File: src/core/fpau_defs.vh
// Constants of the single-precision arithmetic unit
`ifndef FPAU_DEFS_VH
`define FPAU_DEFS_VH

`define FPAU_OP_ADD        10'h1C6
`define FPAU_OP_SUB        10'h1C7
`define FPAU_OP_MUL        10'h1C8
`define FPAU_OP_DIV        10'h1C9

`define FPAU_REG_CTRL      8'h00
`define FPAU_REG_OPA_LO    8'h04
`define FPAU_REG_OPA_HI    8'h08
`define FPAU_REG_OPB_LO    8'h0C
`define FPAU_REG_OPB_HI    8'h10
`define FPAU_REG_RES_LO    8'h14
`define FPAU_REG_RES_HI    8'h18
`define FPAU_REG_FLAGS     8'h1C
`define FPAU_REG_INT_STAT  8'h20
`define FPAU_REG_INT_EN    8'h24
`define FPAU_REG_INT_CLR   8'h28

`define FPAU_FLG_ERR       0
`define FPAU_FLG_ZERO      1
`define FPAU_FLG_OVF       2
`define FPAU_FLG_UNF       3
`define FPAU_FLG_NEG       4
`define FPAU_FLG_BUSY      5

`define FPAU_INT_DONE      0
`define FPAU_INT_ERR       1
`define FPAU_INT_OVF       2
`define FPAU_INT_UNF       3

`define FPAU_RST_OP        10'h000
`define FPAU_RST_WORD      16'h0000
`define FPAU_RST_RES       32'h00000000
`define FPAU_RST_FLAGS     5'h00
`define FPAU_RST_INT       4'h0
`define FPAU_FLAGS_ERROR   5'h01

`define FPAU_DIV_STEPS     5'h1B
`define FPAU_EXP_ALL1      8'hFF
`define FPAU_EXP_TOP       11'h0FF
`define FPAU_MUL_BIAS      11'h07E
`define FPAU_DIV_BIAS      11'h07F
`define FPAU_INF_MAG       31'h7F800000

`endif

File: src/core/fpau_top.v
// Single-precision add/sub/mul/div unit with APB register access
//
// Summary of operation
// RULE1: Add code sums both operands into result
// RULE2: Subtract code computes first minus second operand
// RULE3: Multiply code multiplies both operands into result
// RULE4: Divide code divides first operand by second
// RULE5: Operands, result are two 16-bit words
// RULE6: NaN operand sets error; otherwise error clears
// RULE7: Adding opposite infinities sets error
// RULE8: Subtracting like-signed infinities sets error
// RULE9: Infinity times zero sets error
// RULE10: Zero/zero or infinity/infinity sets error
// RULE11: On error the result words stay unwritten
// RULE12: Zero flag when exponent and mantissa zero
// RULE13: Too large gives overflow and signed infinity
// RULE14: Too small gives underflow and zero
// RULE15: Negative flag when result is negative
// RULE16: Finite add/sub may give zero, numeral, infinity
// RULE17: Zero passes other operand; infinity dominates finite
// RULE18: Start on command, one-cycle done pulse
//
// Implementation choices: the APB interface to the registers and the register addresses.
`timescale 1ns/10ps
`default_nettype none
`include "fpau_defs.vh"

module fpau_top (
    input  wire        CLK_SYS,
    input  wire        SYS_RST,
    input  wire        PSEL,
    input  wire        PENABLE,
    input  wire        PWRITE,
    input  wire [7:0]  PADDR,
    input  wire [31:0] PWDATA,
    output reg  [31:0] PRDATA,
    output wire        PREADY,
    output reg         PSLVERR,
    output wire        BUSY,
    output reg         DONE,
    output wire        IRQ
);

    localparam [2:0] ST_IDLE = 3'h0;
    localparam [2:0] ST_DIV  = 3'h1;
    localparam [2:0] ST_NORM = 3'h2;
    localparam [2:0] ST_RND  = 3'h3;
    localparam [2:0] ST_FIN  = 3'h4;

    function f_nan;
        input [31:0] x;
        f_nan = (x[30:23] == `FPAU_EXP_ALL1) && (x[22:0] != 23'h000000);
    endfunction

    function f_inf;
        input [31:0] x;
        f_inf = (x[30:23] == `FPAU_EXP_ALL1) && (x[22:0] == 23'h000000);
    endfunction

    // Subnormals are taken as zero, the same way results below normal are
    function f_zero;
        input [31:0] x;
        f_zero = (x[30:23] == 8'h00);
    endfunction

    reg  [9:0]         op_r;
    reg  [15:0]        opa_lo_r;
    reg  [15:0]        opa_hi_r;
    reg  [15:0]        opb_lo_r;
    reg  [15:0]        opb_hi_r;
    reg  [31:0]        res_r;
    reg  [4:0]         flags_r;
    reg  [3:0]         int_stat_r;
    reg  [3:0]         int_en_r;
    reg                go_r;
    reg  [2:0]         state_r;
    reg                sgn_r;
    reg  signed [10:0] exp_r;
    reg  [27:0]        man_r;
    reg                stk_r;
    reg  [24:0]        rem_r;
    reg  [23:0]        dvs_r;
    reg  [4:0]         cnt_r;
    reg  [31:0]        fin_word_r;
    reg                fin_err_r;
    reg                fin_ovf_r;
    reg                fin_unf_r;

    wire [31:0] opa = {opa_hi_r, opa_lo_r}; // RULE5
    wire [31:0] opb = {opb_hi_r, opb_lo_r}; // RULE5
    wire        na  = f_nan(opa);
    wire        nb  = f_nan(opb);
    wire        ia  = f_inf(opa);
    wire        ib  = f_inf(opb);
    wire        za  = f_zero(opa);
    wire        zb  = f_zero(opb);
    wire [23:0] ma  = {1'b1, opa[22:0]};
    wire [23:0] mb  = {1'b1, opb[22:0]};
    wire        sx  = opa[31] ^ opb[31];

    // Special operands and error detection
    reg        b_sgn;
    reg        err_c;
    reg        spc_c;
    reg [31:0] spc_word;

    always @* begin
        b_sgn    = opb[31] ^ (op_r == `FPAU_OP_SUB);
        err_c    = na | nb; // RULE6
        spc_c    = 1'b1;
        spc_word = {1'b0, 31'h00000000};
        case (op_r)
            `FPAU_OP_ADD, `FPAU_OP_SUB: begin
                // Like signs after the subtrahend flip are legal
                err_c = err_c | (ia & ib & (opa[31] != b_sgn)); // RULE7 RULE8
                if (ia) begin
                    spc_word = {opa[31], `FPAU_INF_MAG}; // RULE17
                end else if (ib) begin
                    spc_word = {b_sgn, `FPAU_INF_MAG}; // RULE17
                end else if (za && zb) begin
                    spc_word = {opa[31] & b_sgn, 31'h00000000};
                end else if (za) begin
                    spc_word = {b_sgn, opb[30:0]}; // RULE17
                end else if (zb) begin
                    spc_word = opa; // RULE17
                end else begin
                    spc_c = 1'b0;
                end
            end
            `FPAU_OP_MUL: begin
                err_c = err_c | (ia & zb) | (za & ib); // RULE9
                if (ia || ib) begin
                    spc_word = {sx, `FPAU_INF_MAG};
                end else if (za || zb) begin
                    spc_word = {sx, 31'h00000000};
                end else begin
                    spc_c = 1'b0;
                end
            end
            `FPAU_OP_DIV: begin
                err_c = err_c | (za & zb) | (ia & ib); // RULE10
                if (ia || zb) begin
                    spc_word = {sx, `FPAU_INF_MAG};
                end else if (ib || za) begin
                    spc_word = {sx, 31'h00000000};
                end else begin
                    spc_c = 1'b0;
                end
            end
            default: begin
                err_c = 1'b1;
            end
        endcase
    end

    // Add/subtract alignment; bits shifted out fold into a sticky bit
    wire        a_big  = (opa[30:0] >= opb[30:0]);
    wire [23:0] big_m  = a_big ? ma : mb;
    wire [23:0] sml_m  = a_big ? mb : ma;
    wire [7:0]  big_e  = a_big ? opa[30:23] : opb[30:23];
    wire [7:0]  dexp   = a_big ? (opa[30:23] - opb[30:23])
                               : (opb[30:23] - opa[30:23]);
    wire [4:0]  sh     = (dexp > 8'h1F) ? 5'h1F : dexp[4:0];
    wire [58:0] wide   = {sml_m, 3'h0, 32'h00000000} >> sh;
    wire        al_stk = |wide[31:0];
    wire        eff_sub = opa[31] ^ b_sgn;
    wire [28:0] big_x  = {1'b0, big_m, 3'h0, 1'b0};
    wire [28:0] sml_x  = {1'b0, wide[58:32], al_stk};
    wire [28:0] as_sum = eff_sub ? (big_x - sml_x) : (big_x + sml_x);

    wire [47:0] prod   = ma * mb;

    // Division step: restoring, one quotient bit per cycle
    wire        div_ge = (rem_r >= {1'b0, dvs_r});
    wire [24:0] div_rm = div_ge ? (rem_r - {1'b0, dvs_r}) : rem_r;

    // Round to nearest even, then range check
    wire        rnd_up = man_r[2] & (man_r[1] | man_r[0] | stk_r | man_r[3]);
    wire [24:0] rnd_m  = {1'b0, man_r[26:3]} + {24'h000000, rnd_up};
    wire signed [10:0] rnd_e = exp_r + {10'h000, rnd_m[24]};

    // APB decode
    wire apb_setup = PSEL & ~PENABLE;
    wire apb_acc   = PSEL & PENABLE;
    wire busy_c    = go_r | (state_r != ST_IDLE);
    reg  [31:0] rd_c;
    reg         bad_c;

    always @* begin
        rd_c  = 32'h00000000;
        bad_c = 1'b0;
        case (PADDR)
            `FPAU_REG_CTRL: begin
                rd_c  = {22'h000000, op_r};
                bad_c = PWRITE & busy_c;
            end
            `FPAU_REG_OPA_LO: begin
                rd_c  = {16'h0000, opa_lo_r};
                bad_c = PWRITE & busy_c;
            end
            `FPAU_REG_OPA_HI: begin
                rd_c  = {16'h0000, opa_hi_r};
                bad_c = PWRITE & busy_c;
            end
            `FPAU_REG_OPB_LO: begin
                rd_c  = {16'h0000, opb_lo_r};
                bad_c = PWRITE & busy_c;
            end
            `FPAU_REG_OPB_HI: begin
                rd_c  = {16'h0000, opb_hi_r};
                bad_c = PWRITE & busy_c;
            end
            `FPAU_REG_RES_LO: begin
                rd_c  = {16'h0000, res_r[15:0]}; // RULE5
                bad_c = PWRITE;
            end
            `FPAU_REG_RES_HI: begin
                rd_c  = {16'h0000, res_r[31:16]}; // RULE5
                bad_c = PWRITE;
            end
            `FPAU_REG_FLAGS: begin
                rd_c  = {26'h0000000, busy_c, flags_r};
                bad_c = PWRITE;
            end
            `FPAU_REG_INT_STAT: begin
                rd_c  = {28'h0000000, int_stat_r};
                bad_c = PWRITE;
            end
            `FPAU_REG_INT_EN: begin
                rd_c  = {28'h0000000, int_en_r};
            end
            `FPAU_REG_INT_CLR: begin
                rd_c  = 32'h00000000;
            end
            default: begin
                bad_c = 1'b1;
            end
        endcase
    end

    // Use the refusal latched at setup: busy may fall between the phases
    wire wr_ok = apb_acc & PWRITE & ~PSLVERR;
    wire [3:0] int_clr = (wr_ok && PADDR == `FPAU_REG_INT_CLR)
                         ? PWDATA[3:0] : 4'h0;
    wire fin   = (state_r == ST_FIN);
    wire [3:0] evt = fin ? {fin_unf_r & ~fin_err_r, fin_ovf_r & ~fin_err_r,
                            fin_err_r, 1'b1} : 4'h0;

    assign PREADY = 1'b1;
    assign BUSY   = busy_c;
    assign IRQ    = |(int_stat_r & int_en_r);

    // Register file and interrupt status
    always @(posedge CLK_SYS) begin
        if (SYS_RST) begin
            PRDATA     <= 32'h00000000;
            PSLVERR    <= 1'b0;
            op_r       <= `FPAU_RST_OP;
            opa_lo_r   <= `FPAU_RST_WORD;
            opa_hi_r   <= `FPAU_RST_WORD;
            opb_lo_r   <= `FPAU_RST_WORD;
            opb_hi_r   <= `FPAU_RST_WORD;
            int_en_r   <= `FPAU_RST_INT;
            int_stat_r <= `FPAU_RST_INT;
            go_r       <= 1'b0;
        end else begin
            if (apb_setup) begin
                PRDATA  <= PWRITE ? 32'h00000000 : rd_c;
                PSLVERR <= bad_c;
            end
            // Start waits one cycle so the opcode is settled
            go_r <= wr_ok && (PADDR == `FPAU_REG_CTRL); // RULE18
            if (wr_ok) begin
                case (PADDR)
                    `FPAU_REG_CTRL:   op_r     <= PWDATA[9:0];
                    `FPAU_REG_OPA_LO: opa_lo_r <= PWDATA[15:0];
                    `FPAU_REG_OPA_HI: opa_hi_r <= PWDATA[15:0];
                    `FPAU_REG_OPB_LO: opb_lo_r <= PWDATA[15:0];
                    `FPAU_REG_OPB_HI: opb_hi_r <= PWDATA[15:0];
                    `FPAU_REG_INT_EN: int_en_r <= PWDATA[3:0];
                    default: ;
                endcase
            end
            // A new event wins over a clear in the same cycle
            int_stat_r <= (int_stat_r & ~int_clr) | evt;
        end
    end

    // Arithmetic sequencer
    always @(posedge CLK_SYS) begin
        if (SYS_RST) begin
            state_r    <= ST_IDLE;
            sgn_r      <= 1'b0;
            exp_r      <= 11'sh000;
            man_r      <= 28'h0000000;
            stk_r      <= 1'b0;
            rem_r      <= 25'h0000000;
            dvs_r      <= 24'h000000;
            cnt_r      <= 5'h00;
            fin_word_r <= `FPAU_RST_RES;
            fin_err_r  <= 1'b0;
            fin_ovf_r  <= 1'b0;
            fin_unf_r  <= 1'b0;
            res_r      <= `FPAU_RST_RES;
            flags_r    <= `FPAU_RST_FLAGS;
            DONE       <= 1'b0;
        end else begin
            DONE <= fin; // RULE18
            case (state_r)
                ST_IDLE: begin
                    fin_err_r <= err_c;
                    fin_ovf_r <= 1'b0;
                    fin_unf_r <= 1'b0;
                    fin_word_r <= spc_word;
                    if (go_r) begin
                        if (err_c || spc_c) begin
                            state_r <= ST_FIN;
                        end else if (op_r == `FPAU_OP_MUL) begin
                            sgn_r   <= sx; // RULE3
                            exp_r   <= $signed({3'h0, opa[30:23]})
                                     + $signed({3'h0, opb[30:23]})
                                     - $signed(`FPAU_MUL_BIAS);
                            man_r   <= {1'b0, prod[47:21]};
                            stk_r   <= |prod[20:0];
                            state_r <= ST_NORM;
                        end else if (op_r == `FPAU_OP_DIV) begin
                            sgn_r   <= sx; // RULE4
                            exp_r   <= $signed({3'h0, opa[30:23]})
                                     - $signed({3'h0, opb[30:23]})
                                     + $signed(`FPAU_DIV_BIAS);
                            man_r   <= 28'h0000000;
                            rem_r   <= {1'b0, ma};
                            dvs_r   <= mb;
                            cnt_r   <= `FPAU_DIV_STEPS;
                            state_r <= ST_DIV;
                        end else begin
                            sgn_r   <= a_big ? opa[31] : b_sgn; // RULE1 RULE2
                            exp_r   <= $signed({3'h0, big_e});
                            man_r   <= as_sum[28:1];
                            stk_r   <= as_sum[0];
                            state_r <= ST_NORM;
                        end
                    end
                end
                ST_DIV: begin
                    man_r <= {man_r[26:0], div_ge}; // RULE4
                    rem_r <= {div_rm[23:0], 1'b0};
                    cnt_r <= cnt_r - 5'h01;
                    if (cnt_r == 5'h01) begin
                        stk_r   <= (div_rm != 25'h0000000);
                        state_r <= ST_NORM;
                    end
                end
                ST_NORM: begin
                    if (man_r[27]) begin
                        man_r <= {1'b0, man_r[27:1]};
                        stk_r <= stk_r | man_r[0];
                        exp_r <= exp_r + 11'sh001;
                    end else if (man_r == 28'h0000000) begin
                        // Exact cancellation gives positive zero
                        fin_word_r <= 32'h00000000; // RULE16
                        state_r    <= ST_FIN;
                    end else if (!man_r[26]) begin
                        man_r <= {man_r[26:0], 1'b0};
                        exp_r <= exp_r - 11'sh001;
                    end else begin
                        state_r <= ST_RND;
                    end
                end
                ST_RND: begin
                    if (rnd_e >= $signed(`FPAU_EXP_TOP)) begin
                        fin_word_r <= {sgn_r, `FPAU_INF_MAG}; // RULE13
                        fin_ovf_r  <= 1'b1; // RULE13
                    end else if (rnd_e <= 11'sh000) begin
                        fin_word_r <= {sgn_r, 31'h00000000}; // RULE14
                        fin_unf_r  <= 1'b1; // RULE14
                    end else begin
                        fin_word_r <= {sgn_r, rnd_e[7:0], rnd_m[22:0]};
                    end
                    state_r <= ST_FIN;
                end
                ST_FIN: begin
                    if (fin_err_r) begin
                        flags_r <= `FPAU_FLAGS_ERROR; // RULE6 RULE11
                    end else begin
                        res_r <= fin_word_r; // RULE11
                        flags_r[`FPAU_FLG_ERR]  <= 1'b0; // RULE6
                        flags_r[`FPAU_FLG_ZERO] <=
                            (fin_word_r[30:0] == 31'h00000000); // RULE12
                        flags_r[`FPAU_FLG_OVF]  <= fin_ovf_r; // RULE13
                        flags_r[`FPAU_FLG_UNF]  <= fin_unf_r; // RULE14
                        flags_r[`FPAU_FLG_NEG]  <= fin_word_r[31] &
                            (fin_word_r[30:0] != 31'h00000000); // RULE15
                    end
                    state_r <= ST_IDLE;
                end
                default: begin
                    state_r <= ST_IDLE;
                end
            endcase
        end
    end

endmodule

`default_nettype wire

File: config.mk
export PLATFORM = sky130hd
export DESIGN_NAME = fpau_top
export DESIGN_NICKNAME = d
export VERILOG_FILES = /design/src/core/fpau_top.v
export VERILOG_INCLUDE_DIRS = /design/src /design/src/core
export SDC_FILE = /design/constraint.sdc
export NUM_CORES = 2
export LEC_CHECK = 0
export ABC_AREA = 1
export BUFFER_PORTS_ARGS = -buffer_cell sky130_fd_sc_hd__buf_2
export CORE_MARGIN = 5
export CORE_UTILIZATION = 60
export DETAILED_ROUTE_END_ITERATION = 12
export PLACE_DENSITY = 0.77
export SLEW_MARGIN = 10
export SYNTH_ARGS = -nofsm -noshare
export SYNTH_HDL_FRONTEND = slang
export SYNTH_SLANG_ARGS = --single-unit
export TNS_END_PERCENT = 30
File: constraint.sdc
create_clock -name CLK_SYS -period 17.6 [get_ports CLK_SYS]
set_input_delay 0 -clock CLK_SYS [delete_from_list [all_inputs] [get_ports CLK_SYS]]
set_output_delay 0 -clock CLK_SYS [all_outputs]
set_load 0.1 [all_outputs]
After elaboration in Yosys (flattened, before gate mapping)
Cells that the tools add are included.

Magnitude comparators: 5. Equal/unequal tests: 37. $mul: 1. Multiplexer cells: 89. Reduce and logical (&&, ||, !) cells: 56. Bitwise gates (word level): 38. Shifts and indexed selects: 1. $add $sub $neg: 14.

Operator list (number): 2-to-1 mux 32 bit (12); one-hot mux 32 bit (3 select lines) (2); one-hot mux 16 bit (10 select lines) (1); 2-to-1 mux 25 bit (5); 2-to-1 mux 28 bit (4); one-hot mux 28 bit (3 select lines) (1); 2-to-1 mux 27 bit (3); 2-to-1 mux 11 bit (7); 2-to-1 mux 31 bit (2); right shift 59 x 5 -> 59 bit (1); one-hot mux 25 bit (2 select lines) (1); multiplier 24 x 24 -> 48 bit (1); logical NOT 23 bit (2); 2-to-1 mux 23 bit (2); nonzero test 23 bit (2); == test 10 x 9 -> 1 bit (second input constant) (4); == test 8 x 5 -> 1 bit (second input constant) (4); OR reduction 32 bit (1); >= comparator 31 bit (1); logical NOT 31 bit (1); nonzero test 31 bit (1); 2-to-1 mux 5 bit (6); adder 28 x 28 -> 29 bit (1); 2-to-1 mux 29 bit (1); 61 further kinds (175).

Word-level logic and storage cells: 268. Bits of input ports: 45. Flip-flop bits (word level): 287.

Longest topological paths before layout
Depth in word-level cells: 13. Gate-level depth with buffers: 50.

Least setup slack after synthesis
No wires, ideal clock.

Path type: register to register. Start: reg opa_lo_r[13]. End: reg man_r[26]. Path buffers: 2. Setup slack: 10.452 ns. Arrival time: 7.039 ns. Cell stages (with the launch flop): 31. Library setup time: 0.109 ns. Data required time: 17.491 ns. Path through: dfxtp_1 -> clkbuf_1 -> buf_1 -> nand2_1 -> fa_1 -> inv_1 -> fa_1 -> fa_1 -> inv_1 -> fa_1 -> fa_1 -> inv_1 -> fa_1 -> fa_1 -> ha_1 -> a21oi_1 -> o21ai_0 -> o21bai_1 -> a21boi_0 -> o31ai_1 -> a21boi_0 -> o21ai_0 -> a21boi_0 -> o21bai_1 -> nand3_1 -> nand2_1 -> or2_2 -> nand3_1 -> nand3_1 -> nand2_1 -> inv_1.

Longest elaborated chain between the ends: 13. Elaborated cells between the ends (all ways): 40.

Ends and longest elaborated chain: start, declared (RTL line fpau_top.v:67) `reg [15:0] opa_lo_r;`; start signal, assigned (RTL line fpau_top.v:259) `` opa_lo_r <= `FPAU_RST_WORD; ``; start signal, assigned (RTL line fpau_top.v:276) `` `FPAU_REG_OPA_LO: opa_lo_r <= PWDATA[15:0]; ``; >= comparator 31 bit (RTL line fpau_top.v:157) `wire a_big = (opa[30:0] >= opb[30:0]);`; 2-to-1 mux 8 bit (RTL line fpau_top.v:161) `wire [7:0] dexp = a_big ? (opa[30:23] - opb[30:23])`; greater-than comparator 8 x 5 -> 1 bit (RTL line fpau_top.v:163) `wire [4:0] sh = (dexp > 8'h1F) ? 5'h1F : dexp[4:0];`; 2-to-1 mux 5 bit (RTL line fpau_top.v:163); right shift 59 x 5 -> 59 bit (RTL line fpau_top.v:164) `wire [58:0] wide = {sml_m, 3'h0, 32'h00000000} >> sh;`; OR reduction 32 bit (RTL line fpau_top.v:165) `wire al_stk = |wide[31:0];`; adder 28 x 28 -> 29 bit / subtractor 28 x 28 -> 29 bit (equally long branches) (RTL line fpau_top.v:169) `wire [28:0] as_sum = eff_sub ? (big_x - sml_x) : (big_x + sml_x);`; 2-to-1 mux 29 bit (RTL line fpau_top.v:169); 2-to-1 mux 28 bit (RTL line fpau_top.v:326) `` end else if (op_r == `FPAU_OP_DIV) begin ``; 2-to-1 mux 28 bit (RTL line fpau_top.v:318) `` end else if (op_r == `FPAU_OP_MUL) begin ``; 2-to-1 mux 28 bit (RTL line fpau_top.v:316) `if (err_c || spc_c) begin`; 2-to-1 mux 28 bit (RTL line fpau_top.v:315) `if (go_r) begin`; one-hot mux 28 bit (3 select lines) (RTL line fpau_top.v:309) `case (state_r)`; end signal, assigned (RTL line fpau_top.v:323) `man_r <= {1'b0, prod[47:21]};`; end signal, assigned (RTL line fpau_top.v:339) `man_r <= as_sum[28:1];`; end signal, assigned (RTL line fpau_top.v:346) `man_r <= {man_r[26:0], div_ge};`; end, declared (RTL line fpau_top.v:79) `reg [27:0] man_r;`.

Parallel ways exist; a longest one is shown, timed or not. The select of a mux whose other input is x is not followed. A chain may end at the register's enable or synchronous reset.

Worst setup path after layout
Start: reg opb_lo_r[8]. End: reg man_r[25].

Longest elaborated chain between the ends: 13. Elaborated cells between the ends (all ways): 42.

Ends and longest elaborated chain: start, declared (RTL line fpau_top.v:69) `reg [15:0] opb_lo_r;`; start signal, assigned (RTL line fpau_top.v:261) `` opb_lo_r <= `FPAU_RST_WORD; ``; start signal, assigned (RTL line fpau_top.v:278) `` `FPAU_REG_OPB_LO: opb_lo_r <= PWDATA[15:0]; ``; >= comparator 31 bit (RTL line fpau_top.v:157); 2-to-1 mux 8 bit (RTL line fpau_top.v:161); greater-than comparator 8 x 5 -> 1 bit (RTL line fpau_top.v:163); 2-to-1 mux 5 bit (RTL line fpau_top.v:163); right shift 59 x 5 -> 59 bit (RTL line fpau_top.v:164); OR reduction 32 bit (RTL line fpau_top.v:165); adder 28 x 28 -> 29 bit / subtractor 28 x 28 -> 29 bit (equally long branches) (RTL line fpau_top.v:169); 2-to-1 mux 29 bit (RTL line fpau_top.v:169); 2-to-1 mux 28 bit (RTL line fpau_top.v:326); 2-to-1 mux 28 bit (RTL line fpau_top.v:318); 2-to-1 mux 28 bit (RTL line fpau_top.v:316); 2-to-1 mux 28 bit (RTL line fpau_top.v:315); one-hot mux 28 bit (3 select lines) (RTL line fpau_top.v:309).

Parallel ways exist; a longest one is shown, timed or not. The select of a mux whose other input is x is not followed.

==> results.toml <==
[status]
outcome = "complete, no violations"

[layout]
multi_input_area_um2 = 29500
synthToLayoutAreaGrowth_pct = 4.72
fin_nets = 6638
finalInstanceArea_um2 = 42700
drive_gt1_share_pct = 4.08
fin_util_pct = 63.4
fillers = 6136
seqCellArea_um2 = 5430

[drt]
viasPerCell = 5.94
routed_wl_um = 139000
first_iter_violations = 5055
wire_per_inst_um = 20.8
dr_total_vias = 39700
dr.pass1.iters = 7
route.detailed.drc = 0
drtAntennaViolNets = 0

[worst_setup_path]
cp-start-kind = "register"
rrSetupSlack_ns = 8.20
reg2reg_to = "man_r[25]"
cp.required_ns = 18.04
worst-r2r-cell-count = 48
regToRegStartpoint = "opb_lo_r[8]"
cp.arrival_ns = 9.84
cp-end-kind = "register"
cp_common_cell = "nand2_1"
cpPeakStageDelay_ns = 0.80
worst-setup-path-type = "reg -> reg"
path_max_fanout = 114
critPathSlowestCell = "clkinv_1"

[floorplan]
die_h_um = 271
core_area_um2 = 67300
fp.dieW_um = 271
rows = 95
dieArea_um2 = 73200
start_util_pct = 60.5
io_pins = 82

[timing]
hold_viol = 0
max_slew_margin_pct = 13.2
timing.fmax_mhz = 106
tightest_slew_ns = 1.30
period_share_pct = 53.4
tns_ns = 0
min_period_ns = 9.40
skew_ns = 0.0207
slew_violations = 0
setup_viol = 0
whs_ns = 0.0670
rsz0062_at_grt = "no"

[global_routing]
antenna_found_initial = 3
grt_usage_pct = 36.7
grt_pass1_wl_um = 214000
grt_pass1_vias = 38300
gr-usage-met3_pct = 8.44
gr-total-overflow = 0
busiest_layer = "met2"
met1_usage_pct = 47.7
use_met2_pct = 58.3
grt_start_max_net_pins = 115

[synth]
synth-seq-cells = 271
syn_area_um2 = 40700
async_reset_ff_share_pct = 0
synth_warnings = 0
syn_inst = 5870
synth.distinct_cells = 62
ys_seq_area_share_pct = 13.3
syn_avg_cell_area_um2 = 6.94
synth_ff_type = "dfxtp_1"
synth-edff-count = 0

[power]
p_leak_nw = 22.7
ir_drop_mv = 0.0741
powerDensity_nw_per_um2 = 33.5
p_total_w = 0.00143

[min_path]
min_to = "int_stat_r[2]"
hp-class = "in -> reg"
holdPathStages = 6
min_from = "PADDR[5]"

[clock_tree]
clock_sinks = 271
cts_buffers = 29
cts.htree.levels = 1
clkTransAtPathRegs_ns = 0.07
clock_path_buffers = 3
root_buffer = "clkbuf_16"
post-cts-setup-buffers = 0
cts_tree = "done"
clock_latency_ns = 0.58

[place]
gp_congestion = 1.01
post-dp-hpwl_um = 104000
portBuffers = 48
dpl_cell_area_um2 = 41400

[flow_run]
cap_violations = 0
## state kept, by name, indices dropped and copies added (netlist names), 3 cells and up
name	count
man_r	28
PRDATA	16
opa_hi_r	16
opa_lo_r	16
op_r	10
state_r	3
int_stat_r	4
flags_r	5
opb_hi_r	16
res_r	32
cnt_r	5
rem_r	25
dvs_r	24
opb_lo_r	16
int_en_r	4
exp_r	11
fin_word_r	32
## critical path: cells and delay by family, from the launching register on
kind,cells,cell delay [ns]
buffers and inverters,10,3.28
and+or+nand+nor,25,2.47
AOI/OAI and AO/OA,10,1.88
adders and majority gates,3,1.25
DFF,1,0.31
## cell families (layout without fill, tap and decap cells)
kind of cell | Yosys count | after routing | share of synthesized area, %
muxes | 1 | 1 | 0.0246
buffers and inverters | 1530 | 1435 | 14.5
AOI/OAI and AO/OA | 1112 | 1112 | 15.3
adders and majority gates | 825 | 825 | 34.3
and+or+nand+nor | 2059 | 2059 | 21.0
other | 2 | 27 | 0.0184
DFF | 271 | 271 | 13.3
xor gates and xnor gates | 70 | 70 | 1.51
## repair_timing
| action | CTS | global route |
|---|---|---|
| gates resized for setup | 0 | 0 |
| hold endpoints to repair | 104 | 0 |
| hold buffers | 21 | 0 |
| endpoints found under the setup margin | 0 | 0 |
## report_power, final
part	switching [W]	total [W]	internal, W
combinational	0.000131	0.000178	0.0000467
sequential	0.000000409	0.000614	0.000613
clock	0.000280	0.000636	0.000356
## worst max path at each step
stage / start / to / cells after the start
2_1_floorplan: opa_lo_r[13] / man_r[26] / 30
3_3_place_gp: opb_lo_r[8] / man_r[25] / 46
3_5_place_dp: opb_lo_r[8] / man_r[25] / 48
4_1_cts: opb_lo_r[8] / man_r[25] / 48
5_1_grt: opb_lo_r[8] / man_r[25] / 48
6_report: opb_lo_r[8] / man_r[25] / 48
## cell type report
| cell class | count | area share, % |
|---|---|---|
| multi-input cells | 4084 | 69.1 |
| flip-flops and latches | 271 | 12.7 |
| diodes | 10 | 0.0587 |
| clock inverters | 22 | 0.505 |
| clock buffers | 31 | 1.77 |
| repair buffers | 144 | 2.38 |
| well taps | 873 | 2.56 |
| inverters | 1238 | 10.9 |
## through the flow
stage               setup slack (ns)  std cells
CTS                             8.56       6663
global route                    7.66       6663
global placement                8.69       6589
finish                          8.20       6673
floorplan                      10.45       5885
detailed placement              8.57       6589
## layer usage
metal  vias to the layer above  wire length (um)
met5                         -                 0
met4                         0              8660
met3                       550             15800
met2                      2233             61300
met1                     18700             53000
li1                      18200                 -
## Yosys cell counts, drive strengths merged, types with 4 or more instances
master / count / area share (%)
o21bai: 12 / 0.22
a21boi: 16 / 0.29
xnor2: 27 / 0.58
a311oi: 5 / 0.11
dfxtp: 271 / 13
a21o: 6 / 0.11
nor4: 44 / 0.68
a31oi: 54 / 0.83
o22ai: 55 / 0.84
xor2: 43 / 0.92
and2: 4 / 0.061
inv: 1220 / 11
buf: 52 / 0.89
a221oi: 30 / 0.65
ha: 337 / 10
clkinv: 18 / 0.17
o221ai: 12 / 0.26
o2111ai: 11 / 0.24
fa: 488 / 24
o21ai: 423 / 5.2
o21a: 13 / 0.24
nor3: 48 / 0.59
or2: 22 / 0.34
o31ai: 4 / 0.074
clkbuf: 240 / 2.2
a211oi: 5 / 0.092
nor2: 306 / 2.9
a21oi: 416 / 5.1
nand4: 38 / 0.58
nand3: 277 / 3.4
nand2: 1306 / 12
a22oi: 8 / 0.15
nand3b: 6 / 0.11
o211ai: 28 / 0.52
## layout by cell type, fill, tap and decap left out, drive strengths merged, types with 16 or more instances in the layout
master | Yosys | layout
a21oi | 416 | 416
o211ai | 28 | 28
a221oi | 30 | 30
inv | 1220 | 1223
nor4 | 44 | 44
buf | 52 | 123
nand4 | 38 | 38
a31oi | 54 | 54
xor2 | 43 | 43
ha | 337 | 337
nand3 | 277 | 277
nand2 | 1306 | 1306
nor3 | 48 | 48
o21ai | 423 | 423
xnor2 | 27 | 27
a21boi | 16 | 16
o22ai | 55 | 55
dfxtp | 271 | 271
fa | 488 | 488
clkinv | 18 | 31
dlygate4sd3 | 0 | 21
or2 | 22 | 22
conb | 2 | 17
clkbuf | 240 | 31
nor2 | 306 | 306
(Power assumes the default switching activity.)
